==> config.mk <==
export PLATFORM = sky130hd
export DESIGN_NAME = icf_irq_flags
export DESIGN_NICKNAME = d
export VERILOG_FILES = /design/src/core/icf_pkg.sv /design/src/core/icf_req_if.sv /design/src/core/icf_req_gate.sv /design/src/core/icf_irq_flags.sv
export VERILOG_INCLUDE_DIRS = /design/src /design/src/core
export SDC_FILE = /design/constraint.sdc
export NUM_CORES = 1
export LEC_CHECK = 0
export ABC_CLOCK_PERIOD_IN_PS = 2900
export BUFFER_PORTS_ARGS = -buffer_cell sky130_fd_sc_hd__clkbuf_2
export CORE_UTILIZATION = 50
export DETAILED_ROUTE_END_ITERATION = 8
export HOLD_SLACK_MARGIN = 0.12
export PLACE_DENSITY_LB_ADDON = 0.3
export SLEW_MARGIN = 0
export SYNTH_ARGS = -nofsm -noshare
export SYNTH_HDL_FRONTEND = slang
export SYNTH_SLANG_ARGS = --single-unit
==> constraint.sdc <==
create_clock -name aclk -period 2.9 [get_ports aclk]
set_clock_uncertainty 0.05 [all_clocks]
set_input_delay 0.58 -clock aclk [delete_from_list [all_inputs] [get_ports aclk]]
set_output_delay 0.58 -clock aclk [all_outputs]
set_load 0.005 [all_outputs]
==> src/core/icf_consts.svh <==
// constants of the interrupt enable and flag block
// assumes registers sit at word index, byte address = index * 4
`ifndef ICF_CONSTS_SVH
`define ICF_CONSTS_SVH

// ----------------------------------------
// register indices
// ----------------------------------------
`define ICF_IDX_CTRL_LO     8'h0b
`define ICF_IDX_CTRL_HI     8'h8b
`define ICF_IDX_PER_EN      8'h8c
`define ICF_IDX_PER_FLAG    8'h0c
`define ICF_IDX_EVT_STAT    8'hc0
`define ICF_IDX_EVT_MASK    8'hc1

// ----------------------------------------
// interrupt_control fields
// ----------------------------------------
`define ICF_B_GLOBAL_EN     7
`define ICF_B_PER_GROUP_EN  6
`define ICF_B_T0_EN         5
`define ICF_B_EXT_EN        4
`define ICF_B_PCHG_EN       3
`define ICF_B_T0_FLAG       2
`define ICF_B_EXT_FLAG      1
`define ICF_B_PCHG_FLAG     0

// ----------------------------------------
// peripheral enable / flag fields
// ----------------------------------------
`define ICF_B_CONVERTER     6
`define ICF_B_CAPCOMP       2
`define ICF_B_PERIOD_MATCH  1
`define ICF_B_T1_OVERFLOW   0
`define ICF_PER_MASK        8'h47

// ----------------------------------------
// reset values and responses
// ----------------------------------------
`define ICF_RST_CTRL        7'h00
`define ICF_RST_PER         8'h00
`define ICF_RST_EVT         7'h00
`define ICF_RESP_OKAY       2'h0
`define ICF_RESP_SLVERR     2'h2

`endif

==> src/core/icf_pkg.sv <==
// types of the interrupt enable and flag block
// assumes icf_consts.svh for the register constants; the enum encodings are set here
package icf_pkg;

    typedef enum logic [1:0] {
        ICF_CC_OFF     = 2'b00,
        ICF_CC_CAPTURE = 2'b01,
        ICF_CC_COMPARE = 2'b10,
        ICF_CC_PWM     = 2'b11
    } icf_ccmode_t;

    typedef enum logic [2:0] {
        ICF_SEL_NONE = 3'b000,
        ICF_SEL_CTRL = 3'b001,
        ICF_SEL_PEN  = 3'b010,
        ICF_SEL_PFL  = 3'b011,
        ICF_SEL_STAT = 3'b100,
        ICF_SEL_MASK = 3'b101
    } icf_sel_t;

endpackage

==> src/core/icf_req_if.sv <==
// enables and flags handed to the request gate, request back
// assumes one clock domain, driven by icf_irq_flags
`timescale 1ns/1ns
interface icf_req_if;
    logic [7:0] ctrl;
    logic [7:0] pen;
    logic [7:0] pfl;
    logic       req;

    modport src  (output ctrl, output pen, output pfl, input req);
    modport gate (input ctrl, input pen, input pfl, output req);
endinterface

==> src/core/icf_req_gate.sv <==
// combines flags and enables into the request to the core
// assumes flags and enables come from flip-flops
`timescale 1ns/1ns
module icf_req_gate
    import icf_pkg::*;
(
    // enables, flags, request
    icf_req_if.gate bus
);
`include "icf_consts.svh"

    logic core_term;
    logic per_term;

    // ----------------------------------------
    // request combine
    // ----------------------------------------
    always_comb begin
        core_term = (bus.ctrl[`ICF_B_T0_EN]
                     & bus.ctrl[`ICF_B_T0_FLAG])
                  | (bus.ctrl[`ICF_B_EXT_EN]
                     & bus.ctrl[`ICF_B_EXT_FLAG])
                  | (bus.ctrl[`ICF_B_PCHG_EN]
                     & bus.ctrl[`ICF_B_PCHG_FLAG]);
        per_term  = bus.ctrl[`ICF_B_PER_GROUP_EN]
                  & (|(bus.pen & bus.pfl & `ICF_PER_MASK));
    end

    assign bus.req = bus.ctrl[`ICF_B_GLOBAL_EN]
                   & (core_term | per_term);

endmodule

==> src/core/icf_irq_flags.sv <==
// interrupt enable and flag logic with an axi4-lite register slave
// assumes event inputs are one-cycle pulses synchronous to aclk
`timescale 1ns/1ns

// Notes on behaviour
// - flags set regardless of any enable
// - control bit 7 gates every core request
// - control bit 6 gates peripheral requests
// - control bit 5 enables timer0 overflow
// - control bit 2 set on timer0 overflow
// - control bit 1 set on external pin
// - control bit 0 set on nibble change
// - control register reachable at two addresses
// - peripheral enable register, one bit each
// - peripheral flag register pairs with enables
// - capcomp flag by capture or compare mode
// - period match flag set, software clears
// - timer1 overflow flag set, software clears
module icf_irq_flags
    import icf_pkg::*;
#(
    parameter int AW = 12
) (
    // clock and reset
    input  wire logic          aclk,
    input  wire logic          aresetn,
    // axi4-lite write address
    input  wire logic [AW-1:0] s_axi_awaddr,
    input  wire logic [2:0]    s_axi_awprot,
    input  wire logic          s_axi_awvalid,
    output logic               s_axi_awready,
    // axi4-lite write data
    input  wire logic [31:0]   s_axi_wdata,
    input  wire logic [3:0]    s_axi_wstrb,
    input  wire logic          s_axi_wvalid,
    output logic               s_axi_wready,
    // axi4-lite write response
    output logic [1:0]         s_axi_bresp,
    output logic               s_axi_bvalid,
    input  wire logic          s_axi_bready,
    // axi4-lite read address
    input  wire logic [AW-1:0] s_axi_araddr,
    input  wire logic [2:0]    s_axi_arprot,
    input  wire logic          s_axi_arvalid,
    output logic               s_axi_arready,
    // axi4-lite read data
    output logic [31:0]        s_axi_rdata,
    output logic [1:0]         s_axi_rresp,
    output logic               s_axi_rvalid,
    input  wire logic          s_axi_rready,
    // interrupt sources
    input  wire logic          timer0_overflow,
    input  wire logic          ext_pin_event,
    input  wire logic [3:0]    port_b_upper_nibble,
    input  wire logic          converter_done,
    input  wire logic          capture_event,
    input  wire logic          compare_event,
    input  wire icf_ccmode_t   capcomp_mode,
    input  wire logic          period_match,
    input  wire logic          t1_overflow,
    // requests
    output logic               core_irq_req,
    output logic               irq
);
`include "icf_consts.svh"

    // ----------------------------------------
    // address decode
    // ----------------------------------------
    function automatic icf_sel_t decode(input logic [AW-1:0] a);
        logic [AW-3:0] idx;
        idx = a[AW-1:2];
        decode = ICF_SEL_NONE;
        if (a[1:0] == 2'h0) begin
            if (idx == (AW-2)'(`ICF_IDX_CTRL_LO)
                || idx == (AW-2)'(`ICF_IDX_CTRL_HI)) begin
                decode = ICF_SEL_CTRL;
            end else if (idx == (AW-2)'(`ICF_IDX_PER_EN)) begin
                decode = ICF_SEL_PEN;
            end else if (idx == (AW-2)'(`ICF_IDX_PER_FLAG)) begin
                decode = ICF_SEL_PFL;
            end else if (idx == (AW-2)'(`ICF_IDX_EVT_STAT)) begin
                decode = ICF_SEL_STAT;
            end else if (idx == (AW-2)'(`ICF_IDX_EVT_MASK)) begin
                decode = ICF_SEL_MASK;
            end
        end
    endfunction

    // ----------------------------------------
    // state
    // ----------------------------------------
    logic [AW-1:0] awaddr_reg;
    logic [7:0]    wdata_reg, pen_reg, pfl_reg, pfl_next, ctrl_full;
    logic [1:0]    bresp_reg, rresp_reg;
    logic [31:0]   rdata_reg;
    logic [7:1]    ctrl_reg, ctrl_next;
    logic [3:0]    nibble_reg;
    logic [6:0]    evt_stat_reg, evt_mask_reg, src_events;
    logic          aw_full_reg, w_full_reg, wstrb0_reg, nibble_seen_reg;
    logic          bvalid_reg, rvalid_reg, wr_en;
    logic          pchg_flag_reg, pchg_flag_next, pchg_event, capcomp_event;
    icf_sel_t      wr_sel, rd_sel;

    icf_req_if req_bus ();

    // ----------------------------------------
    // write channels
    // ----------------------------------------
    assign s_axi_awready = !aw_full_reg && !bvalid_reg;
    assign s_axi_wready  = !w_full_reg && !bvalid_reg;
    assign wr_en  = aw_full_reg && w_full_reg && !bvalid_reg;
    assign wr_sel = decode(awaddr_reg);

    always_ff @(posedge aclk) begin
        if (!aresetn) begin
            aw_full_reg <= 1'b0;
            awaddr_reg  <= '0;
        end else if (s_axi_awvalid && s_axi_awready) begin
            aw_full_reg <= 1'b1;
            awaddr_reg  <= s_axi_awaddr;
        end else if (wr_en) begin
            aw_full_reg <= 1'b0;
        end
    end

    always_ff @(posedge aclk) begin
        if (!aresetn) begin
            w_full_reg <= 1'b0;
            wdata_reg  <= 8'h00;
            wstrb0_reg <= 1'b0;
        end else if (s_axi_wvalid && s_axi_wready) begin
            w_full_reg <= 1'b1;
            wdata_reg  <= s_axi_wdata[7:0];
            wstrb0_reg <= s_axi_wstrb[0];
        end else if (wr_en) begin
            w_full_reg <= 1'b0;
        end
    end

    always_ff @(posedge aclk) begin
        if (!aresetn) begin
            bvalid_reg <= 1'b0;
            bresp_reg  <= `ICF_RESP_OKAY;
        end else if (wr_en) begin
            bvalid_reg <= 1'b1;
            bresp_reg  <= (wr_sel == ICF_SEL_NONE) ?
                          `ICF_RESP_SLVERR : `ICF_RESP_OKAY;
        end else if (s_axi_bready) begin
            bvalid_reg <= 1'b0;
        end
    end

    assign s_axi_bvalid = bvalid_reg;
    assign s_axi_bresp  = bresp_reg;

    // ----------------------------------------
    // source events
    // ----------------------------------------
    assign pchg_event = nibble_seen_reg
                     && (port_b_upper_nibble != nibble_reg);
    assign capcomp_event = (capcomp_mode == ICF_CC_CAPTURE && capture_event)
        || (capcomp_mode == ICF_CC_COMPARE && compare_event);
    assign src_events = {converter_done, capcomp_event, period_match,
                         t1_overflow, timer0_overflow, ext_pin_event,
                         pchg_event};

    always_ff @(posedge aclk) begin
        if (!aresetn) begin
            nibble_reg      <= 4'h0;
            nibble_seen_reg <= 1'b0;
        end else begin
            nibble_reg      <= port_b_upper_nibble;
            nibble_seen_reg <= 1'b1;
        end
    end

    // ----------------------------------------
    // interrupt_control
    // ----------------------------------------
    always_comb begin
        ctrl_next = ctrl_reg;
        if (wr_en && wstrb0_reg && wr_sel == ICF_SEL_CTRL) begin
            ctrl_next = wdata_reg[7:1];
        end
        ctrl_next[`ICF_B_T0_FLAG]  |= timer0_overflow;
        ctrl_next[`ICF_B_EXT_FLAG] |= ext_pin_event;
    end

    always_ff @(posedge aclk) begin
        if (!aresetn) begin
            ctrl_reg <= `ICF_RST_CTRL;
        end else begin
            ctrl_reg <= ctrl_next;
        end
    end

    // port change flag keeps its value through reset
    always_comb begin
        pchg_flag_next = pchg_flag_reg;
        if (wr_en && wstrb0_reg && wr_sel == ICF_SEL_CTRL) begin
            pchg_flag_next = wdata_reg[`ICF_B_PCHG_FLAG];
        end
        pchg_flag_next = pchg_flag_next | pchg_event;
    end

    always_ff @(posedge aclk) begin
        pchg_flag_reg <= pchg_flag_next;
    end

    assign ctrl_full = {ctrl_reg, pchg_flag_reg};

    // ----------------------------------------
    // peripheral enable and flags
    // ----------------------------------------
    always_ff @(posedge aclk) begin
        if (!aresetn) begin
            pen_reg <= `ICF_RST_PER;
        end else if (wr_en && wstrb0_reg && wr_sel == ICF_SEL_PEN) begin
            pen_reg <= wdata_reg & `ICF_PER_MASK;
        end
    end

    always_comb begin
        pfl_next = pfl_reg;
        if (wr_en && wstrb0_reg && wr_sel == ICF_SEL_PFL) begin
            pfl_next = wdata_reg & `ICF_PER_MASK;
        end
        pfl_next[`ICF_B_CONVERTER]    |= converter_done;
        pfl_next[`ICF_B_CAPCOMP]      |= capcomp_event;
        pfl_next[`ICF_B_PERIOD_MATCH] |= period_match;
        pfl_next[`ICF_B_T1_OVERFLOW]  |= t1_overflow;
    end

    always_ff @(posedge aclk) begin
        if (!aresetn) begin
            pfl_reg <= `ICF_RST_PER;
        end else begin
            pfl_reg <= pfl_next;
        end
    end

    // ----------------------------------------
    // event status, mask, irq
    // ----------------------------------------
    always_ff @(posedge aclk) begin
        if (!aresetn) begin
            evt_stat_reg <= `ICF_RST_EVT;
        end else if (wr_en && wstrb0_reg && wr_sel == ICF_SEL_STAT) begin
            evt_stat_reg <= (evt_stat_reg & ~wdata_reg[6:0]) | src_events;
        end else begin
            evt_stat_reg <= evt_stat_reg | src_events;
        end
    end

    always_ff @(posedge aclk) begin
        if (!aresetn) begin
            evt_mask_reg <= `ICF_RST_EVT;
        end else if (wr_en && wstrb0_reg && wr_sel == ICF_SEL_MASK) begin
            evt_mask_reg <= wdata_reg[6:0];
        end
    end

    assign irq = |(evt_stat_reg & evt_mask_reg);

    // ----------------------------------------
    // request gate
    // ----------------------------------------
    assign req_bus.ctrl = ctrl_full;
    assign req_bus.pen  = pen_reg;
    assign req_bus.pfl  = pfl_reg;

    icf_req_gate u_gate (
        .bus (req_bus.gate)
    );

    assign core_irq_req = req_bus.req;

    // ----------------------------------------
    // read channel
    // ----------------------------------------
    assign s_axi_arready = !rvalid_reg;
    assign rd_sel        = decode(s_axi_araddr);

    always_ff @(posedge aclk) begin
        if (!aresetn) begin
            rvalid_reg <= 1'b0;
            rdata_reg  <= 32'h0000_0000;
            rresp_reg  <= `ICF_RESP_OKAY;
        end else if (s_axi_arvalid && s_axi_arready) begin
            rvalid_reg <= 1'b1;
            rresp_reg  <= `ICF_RESP_OKAY;
            case (rd_sel)
                ICF_SEL_CTRL: rdata_reg <= {24'h0, ctrl_full};
                ICF_SEL_PEN:  rdata_reg <= {24'h0, pen_reg};
                ICF_SEL_PFL:  rdata_reg <= {24'h0, pfl_reg};
                ICF_SEL_STAT: rdata_reg <= {25'h0, evt_stat_reg};
                ICF_SEL_MASK: rdata_reg <= {25'h0, evt_mask_reg};
                default: begin
                    rdata_reg <= 32'h0000_0000;
                    rresp_reg <= `ICF_RESP_SLVERR;
                end
            endcase
        end else if (s_axi_rready) begin
            rvalid_reg <= 1'b0;
        end
    end

    assign s_axi_rvalid = rvalid_reg;
    assign s_axi_rdata  = rdata_reg;
    assign s_axi_rresp  = rresp_reg;
endmodule

* Word-level counts from Yosys, hierarchy flattened
Cells that the tools add are included.
** Word-level totals
- Flip-flop bits (word level) :: 96
- Bits in latches :: 0
- Memory bits (writable) :: 0
- Memory bits (read-only) :: 0
- Input bits :: 86
- Output and inout port bits :: 43
- Logic and storage cells :: 125
- Memories :: 0
** Operators by class
- $add $sub $neg :: 0
- $mul :: 0
- Divide/modulo/power cells :: 0
- $lt $le $gt $ge :: 0
- Equal/unequal tests :: 25
- Shifts and indexed selects :: 0
- Mux-type cells :: 27
- Bitwise operators :: 21
- Reduce and logical (&&, ||, !) cells :: 33
** Operators by type and width (number)
- $eq A10 B8 Y1 const B :: 8
- $eq A10 B4 Y1 const B :: 4
- $pmux W8 S5 :: 1
- $mux W3 :: 12
- $and A7 B7 Y7 :: 3
- $logic_and A1 B1 Y1 :: 16
- $mux W7 :: 2
- $or A7 B7 Y7 :: 2
- $eq A3 B2 Y1 const B :: 4
- $eq A3 B3 Y1 const B :: 4
- $or A1 B1 Y1 :: 10
- $mux W1 :: 9
- $reduce_bool A2 Y1 :: 4
- $not A7 Y7 :: 1
- $reduce_or A7 Y1 :: 1
- $eq A3 B1 Y1 const B :: 2
- $mux W2 :: 3
- $and A1 B1 Y1 :: 5
- $reduce_or A5 Y1 :: 1
- $logic_not A1 Y1 :: 4
- $logic_not A2 Y1 :: 2
- $ne A4 B4 Y1 :: 1
- $reduce_or A4 Y1 :: 1
- $logic_not A3 Y1 :: 1
- 3 further kinds :: 5

* Longest topological paths before layout
Gate-level depths: netlist of the first run.
- Depth after elaboration :: 11
- Mapped depth :: 7

* Cells and area by module
From an unflattened synthesis of the first run, not the netlist that was laid out.
** Second synthesis, totals
- Cell total of the unflattened synthesis :: 374
- Area total of the unflattened synthesis :: 3398.3 um^2
** By module, submodules not included
- icf_irq_flags :: instances 1, cells each 369, area an instance 3358.2 um^2, sequential area each 1401.3 um^2
- icf_req_gate :: instances 1, cells each 5, area an instance 40.0 um^2, sequential area each 0.0 um^2

* Worst setup path after synthesis of the first run
No wires, ideal clock.
- Kind :: input to register
- Start :: input s_axi_araddr[11]
- End :: register rdata_reg[2], in the netlist s_axi_rdata[2]
- Library setup time :: 119 ps
- Data arrival time :: 2290 ps
- Path slack :: 441 ps
- Cell stages on the path :: 6
- Buffers on the path :: 1
- Path through :: or4_4 > or4_4 > buf_4 > a222oi_1 > a31oi_1 > o221a_2
** On the way
- Word-level cells in the longest chain between the ends :: 9
** RTL lines
- start, declared :: RTL line icf_irq_flags.sv:42 : input wire logic [AW-1:0] s_axi_araddr,
- $eq A10 B8 Y1 :: RTL line icf_irq_flags.sv:84 : end else if (idx == (AW-2)'(`ICF_IDX_EVT_MASK)) begin
- $mux W3 :: RTL line icf_irq_flags.sv:84
- $mux W3 :: RTL line icf_irq_flags.sv:82 : end else if (idx == (AW-2)'(`ICF_IDX_EVT_STAT)) begin
- $mux W3 :: RTL line icf_irq_flags.sv:80 : end else if (idx == (AW-2)'(`ICF_IDX_PER_FLAG)) begin
- $mux W3 :: RTL line icf_irq_flags.sv:78 : end else if (idx == (AW-2)'(`ICF_IDX_PER_EN)) begin
- $mux W3 (*) :: RTL line icf_irq_flags.sv:75 : if (idx == (AW-2)'(`ICF_IDX_CTRL_LO)
- $mux W3 (*) :: RTL line icf_irq_flags.sv:74 : if (a[1:0] == 2'h0) begin
- $eq A3 B3 Y1 (tied with other cells) :: RTL line icf_irq_flags.sv:293 : case (rd_sel)
- $pmux W8 S5 (*) :: RTL line icf_irq_flags.sv:293
- end signal, assigned :: RTL line icf_irq_flags.sv:294 : ICF_SEL_CTRL: rdata_reg <= {24'h0, ctrl_full};
- end signal, assigned :: RTL line icf_irq_flags.sv:295 : ICF_SEL_PEN: rdata_reg <= {24'h0, pen_reg};
- end signal, assigned :: RTL line icf_irq_flags.sv:296 : ICF_SEL_PFL: rdata_reg <= {24'h0, pfl_reg};
- end, declared :: RTL line icf_irq_flags.sv:96 : logic [31:0] rdata_reg;
Every way passes the cells marked *; elsewhere a longest branch is shown, timed or not.
A chain may end at the register's enable or synchronous reset.

* Final worst setup path of the first run
- Start :: input s_axi_araddr[3]
- End :: register rdata_reg[6], in the netlist s_axi_rdata[6]
The elaborated chain is that of the path after synthesis.

==> results of run 1 <==
cells in the mapped netlist, drive strengths merged, types with 2 or more instances:
cell type and count:
nand3b 4, a311oi 3, a211o 3, o221a 5, a222oi 6, o21ai 13
nand2 53, a21o 4, a211oi 9, or4b 2, a22oi 6, a2111oi 2
nor3 4, a22o 2, nor2 7, a31oi 10, xor2 4, mux2i 22
nand3 7, inv 13, nand4bb 2, buf 28, clkbuf 12, o21a 2
nor2b 22, or4 3, nor4b 6, nor4 4, a21boi 32, and3b 2
or2 2, dfxtp 70, and2 6
per-layer routing:
metal	vias up	routed length (µm)
li1	1488	-
met1	1347	3800
met2	110	3270
met3	13	398
met4	0	126
met5	-	0
metrics by stage:
step	std cells	utilization, %
after floorplan	406	-
after global placement	540	57.5
after detailed placement	540	57.5
after CTS	556	60.4
after global routing	556	60.4
final	556	60.4
area by class of cell:
cell class	count	area (µm²)	share of cell area, %
well taps	96	120	2.91
clock inverters	4	45.0	1.09
inverters	13	48.8	1.18
flip-flops and latches	70	1400	34.0
multi-input cells	283	1940	47.1
clock buffers	12	155	3.76
repair buffers	78	413	10.0
worst max-delay path: stages:
cell and delay, ns:
clkbuf_2 0.14, or4b_1 0.54, a211o_1 0.46, a2111oi_4 0.50, a21o_1 0.18, o221a_2 0.17
path summary, 6_finish.rpt:
check	start	end
setup reg to reg	awaddr_reg[4]	pen_reg[6]
hold reg to reg	s_axi_rdata[7]	s_axi_rdata[7]
hold / removal	s_axi_awaddr[2]	awaddr_reg[2]
setup / recovery	s_axi_araddr[3]	s_axi_rdata[6]
cells by family (layout without fill, tap and decap cells):
| group | count (synthesis) | in the layout | synth area share (%) |
|---|---|---|---|
| and+or+nand+nor | 129 | 129 | 21.5 |
| AOI/OAI and AO/OA | 101 | 101 | 22.9 |
| DFF | 70 | 70 | 39.5 |
| buffers and inverters | 53 | 107 | 8.49 |
| muxes | 23 | 23 | 6.52 |
| xor gates and xnor gates | 4 | 4 | 0.987 |
| other | 1 | 26 | 0.106 |
report_power, final:
| group | total [mW] | switching (mW) | internal, mW |
|---|---|---|---|
| Clock | 0.796 | 0.356 | 0.440 |
| Combinational | 0.199 | 0.110 | 0.0888 |
| Sequential | 1.05 | 0.0422 | 1.00 |
layout by cell type, fill, tap and decap left out, types with 4 or more instances in the layout:
master,Yosys,layout
dfxtp_1,70,70
conb_1,1,26
a31oi_1,10,10
a21boi_0,30,30
mux2i_1,22,22
buf_4,27,9
nand3b_1,4,4
a222oi_1,6,6
a211oi_1,8,8
a22oi_1,6,6
nand3_1,7,7
o21ai_0,13,13
nor2_1,7,7
inv_1,13,13
nor4b_1,4,4
clkbuf_2,0,69
a21o_1,4,4
clkbuf_8,0,11
and2_1,6,6
o221a_2,5,5
nand2_1,53,53
xor2_1,4,4
nor2b_1,22,22
==> flow_summary.toml, run 1 <==
[yosys]
ys_seq_area_share_pct = 39.5
synth_top_area_share_pct = 39.5
ys_async_sr_fraction_pct = 0
synth_top_area_cell = "dfxtp_1"
synth_cell_types = 53
synth_edf_count = 0
yosys_warnings = 0
avgSynthCellArea_um2 = 9.32
synthesis.area_um2 = 3550
ys_ff_latch = 70
syn-instance-count = 381
synth_area_leaders = "dfxtp_1 39%, a21boi_0 6.3%, mux2i_1 6.2%, buf_4 5.7%, nand2_1 5.6%"
yosys_most_used_dff = "dfxtp_1"

[sta]
max_freq_mhz = 428
finalHoldViolations = 0
setup_violations = 0
relSlewSlack_pct = 55.8
min_period_over_period_pct = 80.6
fin_ws_ns = 0.564
drv_slew = 0
worst_hold_slack_ns = 0.413
worst-slew-pin-transition_ns = 0.661
fin_setup_tns_ns = 0
fin_crit_ns = 2.34
rsz0062_at_grt = "no"

[grt]
grt_util_met3_pct = 4.00
grt_use_met1_pct = 28.6
antenna_found_initial = 0
use_met2_pct = 33.3
top_usage_layer = "met2"
grt_pass1_vias = 2654
grt_max_degree = 36
track_usage_pct = 21.3
grt_pass1_wl_um = 12400
overflow = 0

[cts]
cts_resized = 0
cts_htree_levels = 3
path_clk_slew_ns = 0.07
root_buffer = "clkbuf_8"
cts_buffers = 9
cts.path.max_buffers = 2
tritoncts = "built"
ctsHoldBuffers = 0
worstSkewPairLatency_ns = 0.34
cts_setup_buffers = 0
cts.sinks = 70

[worst_setup_path]
cp.required_ns = 3.14
reg2regPathDepth = 5
critPathKind = "primary input to flop"
cp_max_fo = 13
rrSetupSlack_ns = 0.65
worstSetupEndpointType = "flop"
cp.arrival_ns = 2.58
cp-start-kind = "primary input"

[place]
dp_hpwl_um = 5540
place_area_um2 = 3930
gp_congestion = 0.827
io_buffers = 69
post-place-ws_ns = 0.208

[flow_run]
max-cap-violations = 0

[detailed_routing]
drtAntennaViolNets = 0
vias_per_cell = 5.32
vias = 2958
wl_um = 7600
drc = 0
firstDrtPassIters = 6
drt-initial-drc-count = 245
post_drt_wl_per_cell_um = 13.7

[cells_and_area]
num_antenna_cells = 0
final_nets = 541
fillers = 623
final_area_um2 = 4130
area_growth_pct = 16.2
layout-drive-gt1-share_pct = 24.8
largest_reg_flops = 12

[pwr]
fin_total_pwr_mw = 2.04
cellPowerDensity_nw_per_um2 = 495
ir_drop_mv = 0.262
leakagePower_nw = 1.70

[floorplan]
start_util_pct = 52.0
die_h_um = 86.3
num_io_pins = 129
die-area_um2 = 7440
die_x_um = 86.3
fp.coreArea_um2 = 6830
rows = 30

[min_path]
hold_path.class = "primary input to flop"
hold_depth = 3

[status]
status = "finished clean"
(Power assumes the default switching activity.)
==> run 2, diff against run 1 <==
- ABC_CLOCK_PERIOD_IN_PS: 2900 -> 2000
- CORE_UTILIZATION: 50 -> 45
- clock period: 2.9 -> 2 ns (I/O delays scaled with it)
==> run 2 against run 1 <==
Global-route usage decreased by 1.1 points. Die area increased by 11%. Critical path depth unchanged. Via count increased by 2.6%. Critical endpoint is now s_axi_rdata[2]. Total power increased by 53%. Cell area increased by 8.4%.
==> flow_summary.toml, run 2 (synthesis results as in run 1) <==
[cts]
cts_htree_levels = 3
cts_buffers = 9
root_buffer = "clkbuf_8"
cts.path.max_buffers = 2
ctsHoldBuffers = 0
worstSkewPairLatency_ns = 0.35
tritoncts = "built"
path_clk_slew_ns = 0.07
cts.sinks = 70

[floorplan]
rows = 32
die_h_um = 90.8
fp.coreArea_um2 = 7690
start_util_pct = 46.2
num_io_pins = 129
die_x_um = 90.8
die-area_um2 = 8250

[grt]
top_usage_layer = "met2"
use_met2_pct = 32.5
grt_max_degree = 38
grt_pass1_wl_um = 13400
antenna_found_initial = 0
grt_pass1_vias = 2944
grt_util_met3_pct = 5.39
grt_use_met1_pct = 26.4
overflow = 0
track_usage_pct = 20.2

[sta]
fin_crit_ns = 1.99
rsz0062_at_grt = "yes"
drv_slew = 0
max_freq_mhz = 503
finalHoldViolations = 0
min_period_over_period_pct = 99.5
setup_violations = 0

[pwr]
combPwrFrac_pct = 10.7
ir_drop_mv = 0.460
clock_power_share_pct = 40.5
cellPowerDensity_nw_per_um2 = 697
switching_share_pct = 24.6
leakagePower_nw = 1.86
p_int_mw = 2.35
p_switching_mw = 0.768
seqPwrFrac_pct = 48.8

[cells_and_area]
fin_cells = 592
area_growth_pct = 26.0
final_area_um2 = 4470
layout-drive-gt1-share_pct = 32.7
num_antenna_cells = 0
final_nets = 571
most-common-layout-cells = "68 x clkbuf_2, 66 x dfxtp_1, 53 x nand2_1"
final_common_cell = "clkbuf_2"
largest_reg_flops = 12

[detailed_routing]
drt-initial-drc-count = 111
wl_um = 7980
post_drt_wl_per_cell_um = 13.5
firstDrtPassIters = 5
vias_per_cell = 5.13
drc = 0
drtAntennaViolNets = 0
vias = 3036

[worst_setup_path]
worstSetupEndpointType = "flop"
cp.arrival_ns = 2.18
reg2regPathDepth = 6
cp-start-kind = "primary input"
cp.required_ns = 2.19
worstReg2RegEnd = "pchg_flag_reg"
startpoint = "s_axi_araddr[11]"
critPathKind = "primary input to flop"
cp-endpoint = "s_axi_rdata[2]"
cp_max_fo = 5
rr_startpoint = "awaddr_reg[8]"
rrSetupSlack_ns = 0.04

[place]
post-place-cells = 572
dp_hpwl_um = 5920
io_buffers = 69
gp_congestion = 0.859
place_area_um2 = 4170

[min_path]
hold_path.class = "primary input to flop"

[status]
status = "finished clean"

[flow_run]
max-cap-violations = 0
[run 2: final cells by class]
cell class                 instances  area [µm²]
sequential                        70        1410
clock buffer                      10         138
tap                              102         128
inverter                          13        48.8
multi-input combinational        284        2010
fill                             720        3210
clock inverter                     6        85.1
timing repair buffer             107         649
[run 2: worst min path at each step]
stage / from / to / slack, ns / cells past startpoint
detailed placement: s_axi_rdata[7] / s_axi_rdata[7] / 0.41 / 2
global placement: s_axi_rdata[7] / s_axi_rdata[7] / 0.40 / 2
finish: s_axi_awaddr[5] / awaddr_reg[5] / 0.22 / 3
floorplan: aresetn / nibble_seen_reg / 0.38 / 0
CTS: port_b_upper_nibble[0] / nibble_reg[0] / 0.22 / 2
global route: port_b_upper_nibble[1] / nibble_reg[1] / 0.21 / 2
[run 2: metal layers]
layer,wire [µm],vias to the layer above,share of wire (%)
met5,0,-,0
li1,-,1542,-
met4,85,0,1.1
met3,354,7,4.4
met2,3640,81,46
met1,3900,1406,49
[run 2: what timing repair did]
item	in CTS	in global routing
buffers inserted	0	3
pin swaps	2	6
setup endpoints to repair	3	13
cloned	0	1
resized for setup	2	11
[run 2: per-stage QoR]
stage | TNS, ns | power, mW | util, % | hold slack (ns) | setup WS [ns]
after CTS | 0 | 3.14 | 57.4 | 0.215 | 0.0101
after global routing | -0.147 | 3.28 | 58.2 | 0.213 | -0.0311
after detailed placement | -2.76 | 1.87 | 54.3 | 0.407 | -0.395
after floorplan | -0.872 | 1.76 | - | 0.378 | -0.257
final | 0 | 3.12 | 58.2 | 0.223 | 0.0108
after global placement | -2.47 | 1.86 | 54.3 | 0.402 | -0.336
[run 2: worst max-delay path, cell delays in order]
cell and delay (ns):
buf_6 0.09, or4_4 0.54, or4_4 0.48, a222oi_1 0.37, a31oi_1 0.08, o221a_2 0.23
[run 2: power by group through the flow]
stage / combinational (mW) / sequential [mW] / clock, mW
after global placement: 0.316 / 1.55 / 0
after detailed placement: 0.323 / 1.55 / 0
after global routing: 0.378 / 1.53 / 1.37
after floorplan: 0.227 / 1.53 / 0
final: 0.333 / 1.52 / 1.26
after CTS: 0.327 / 1.52 / 1.29
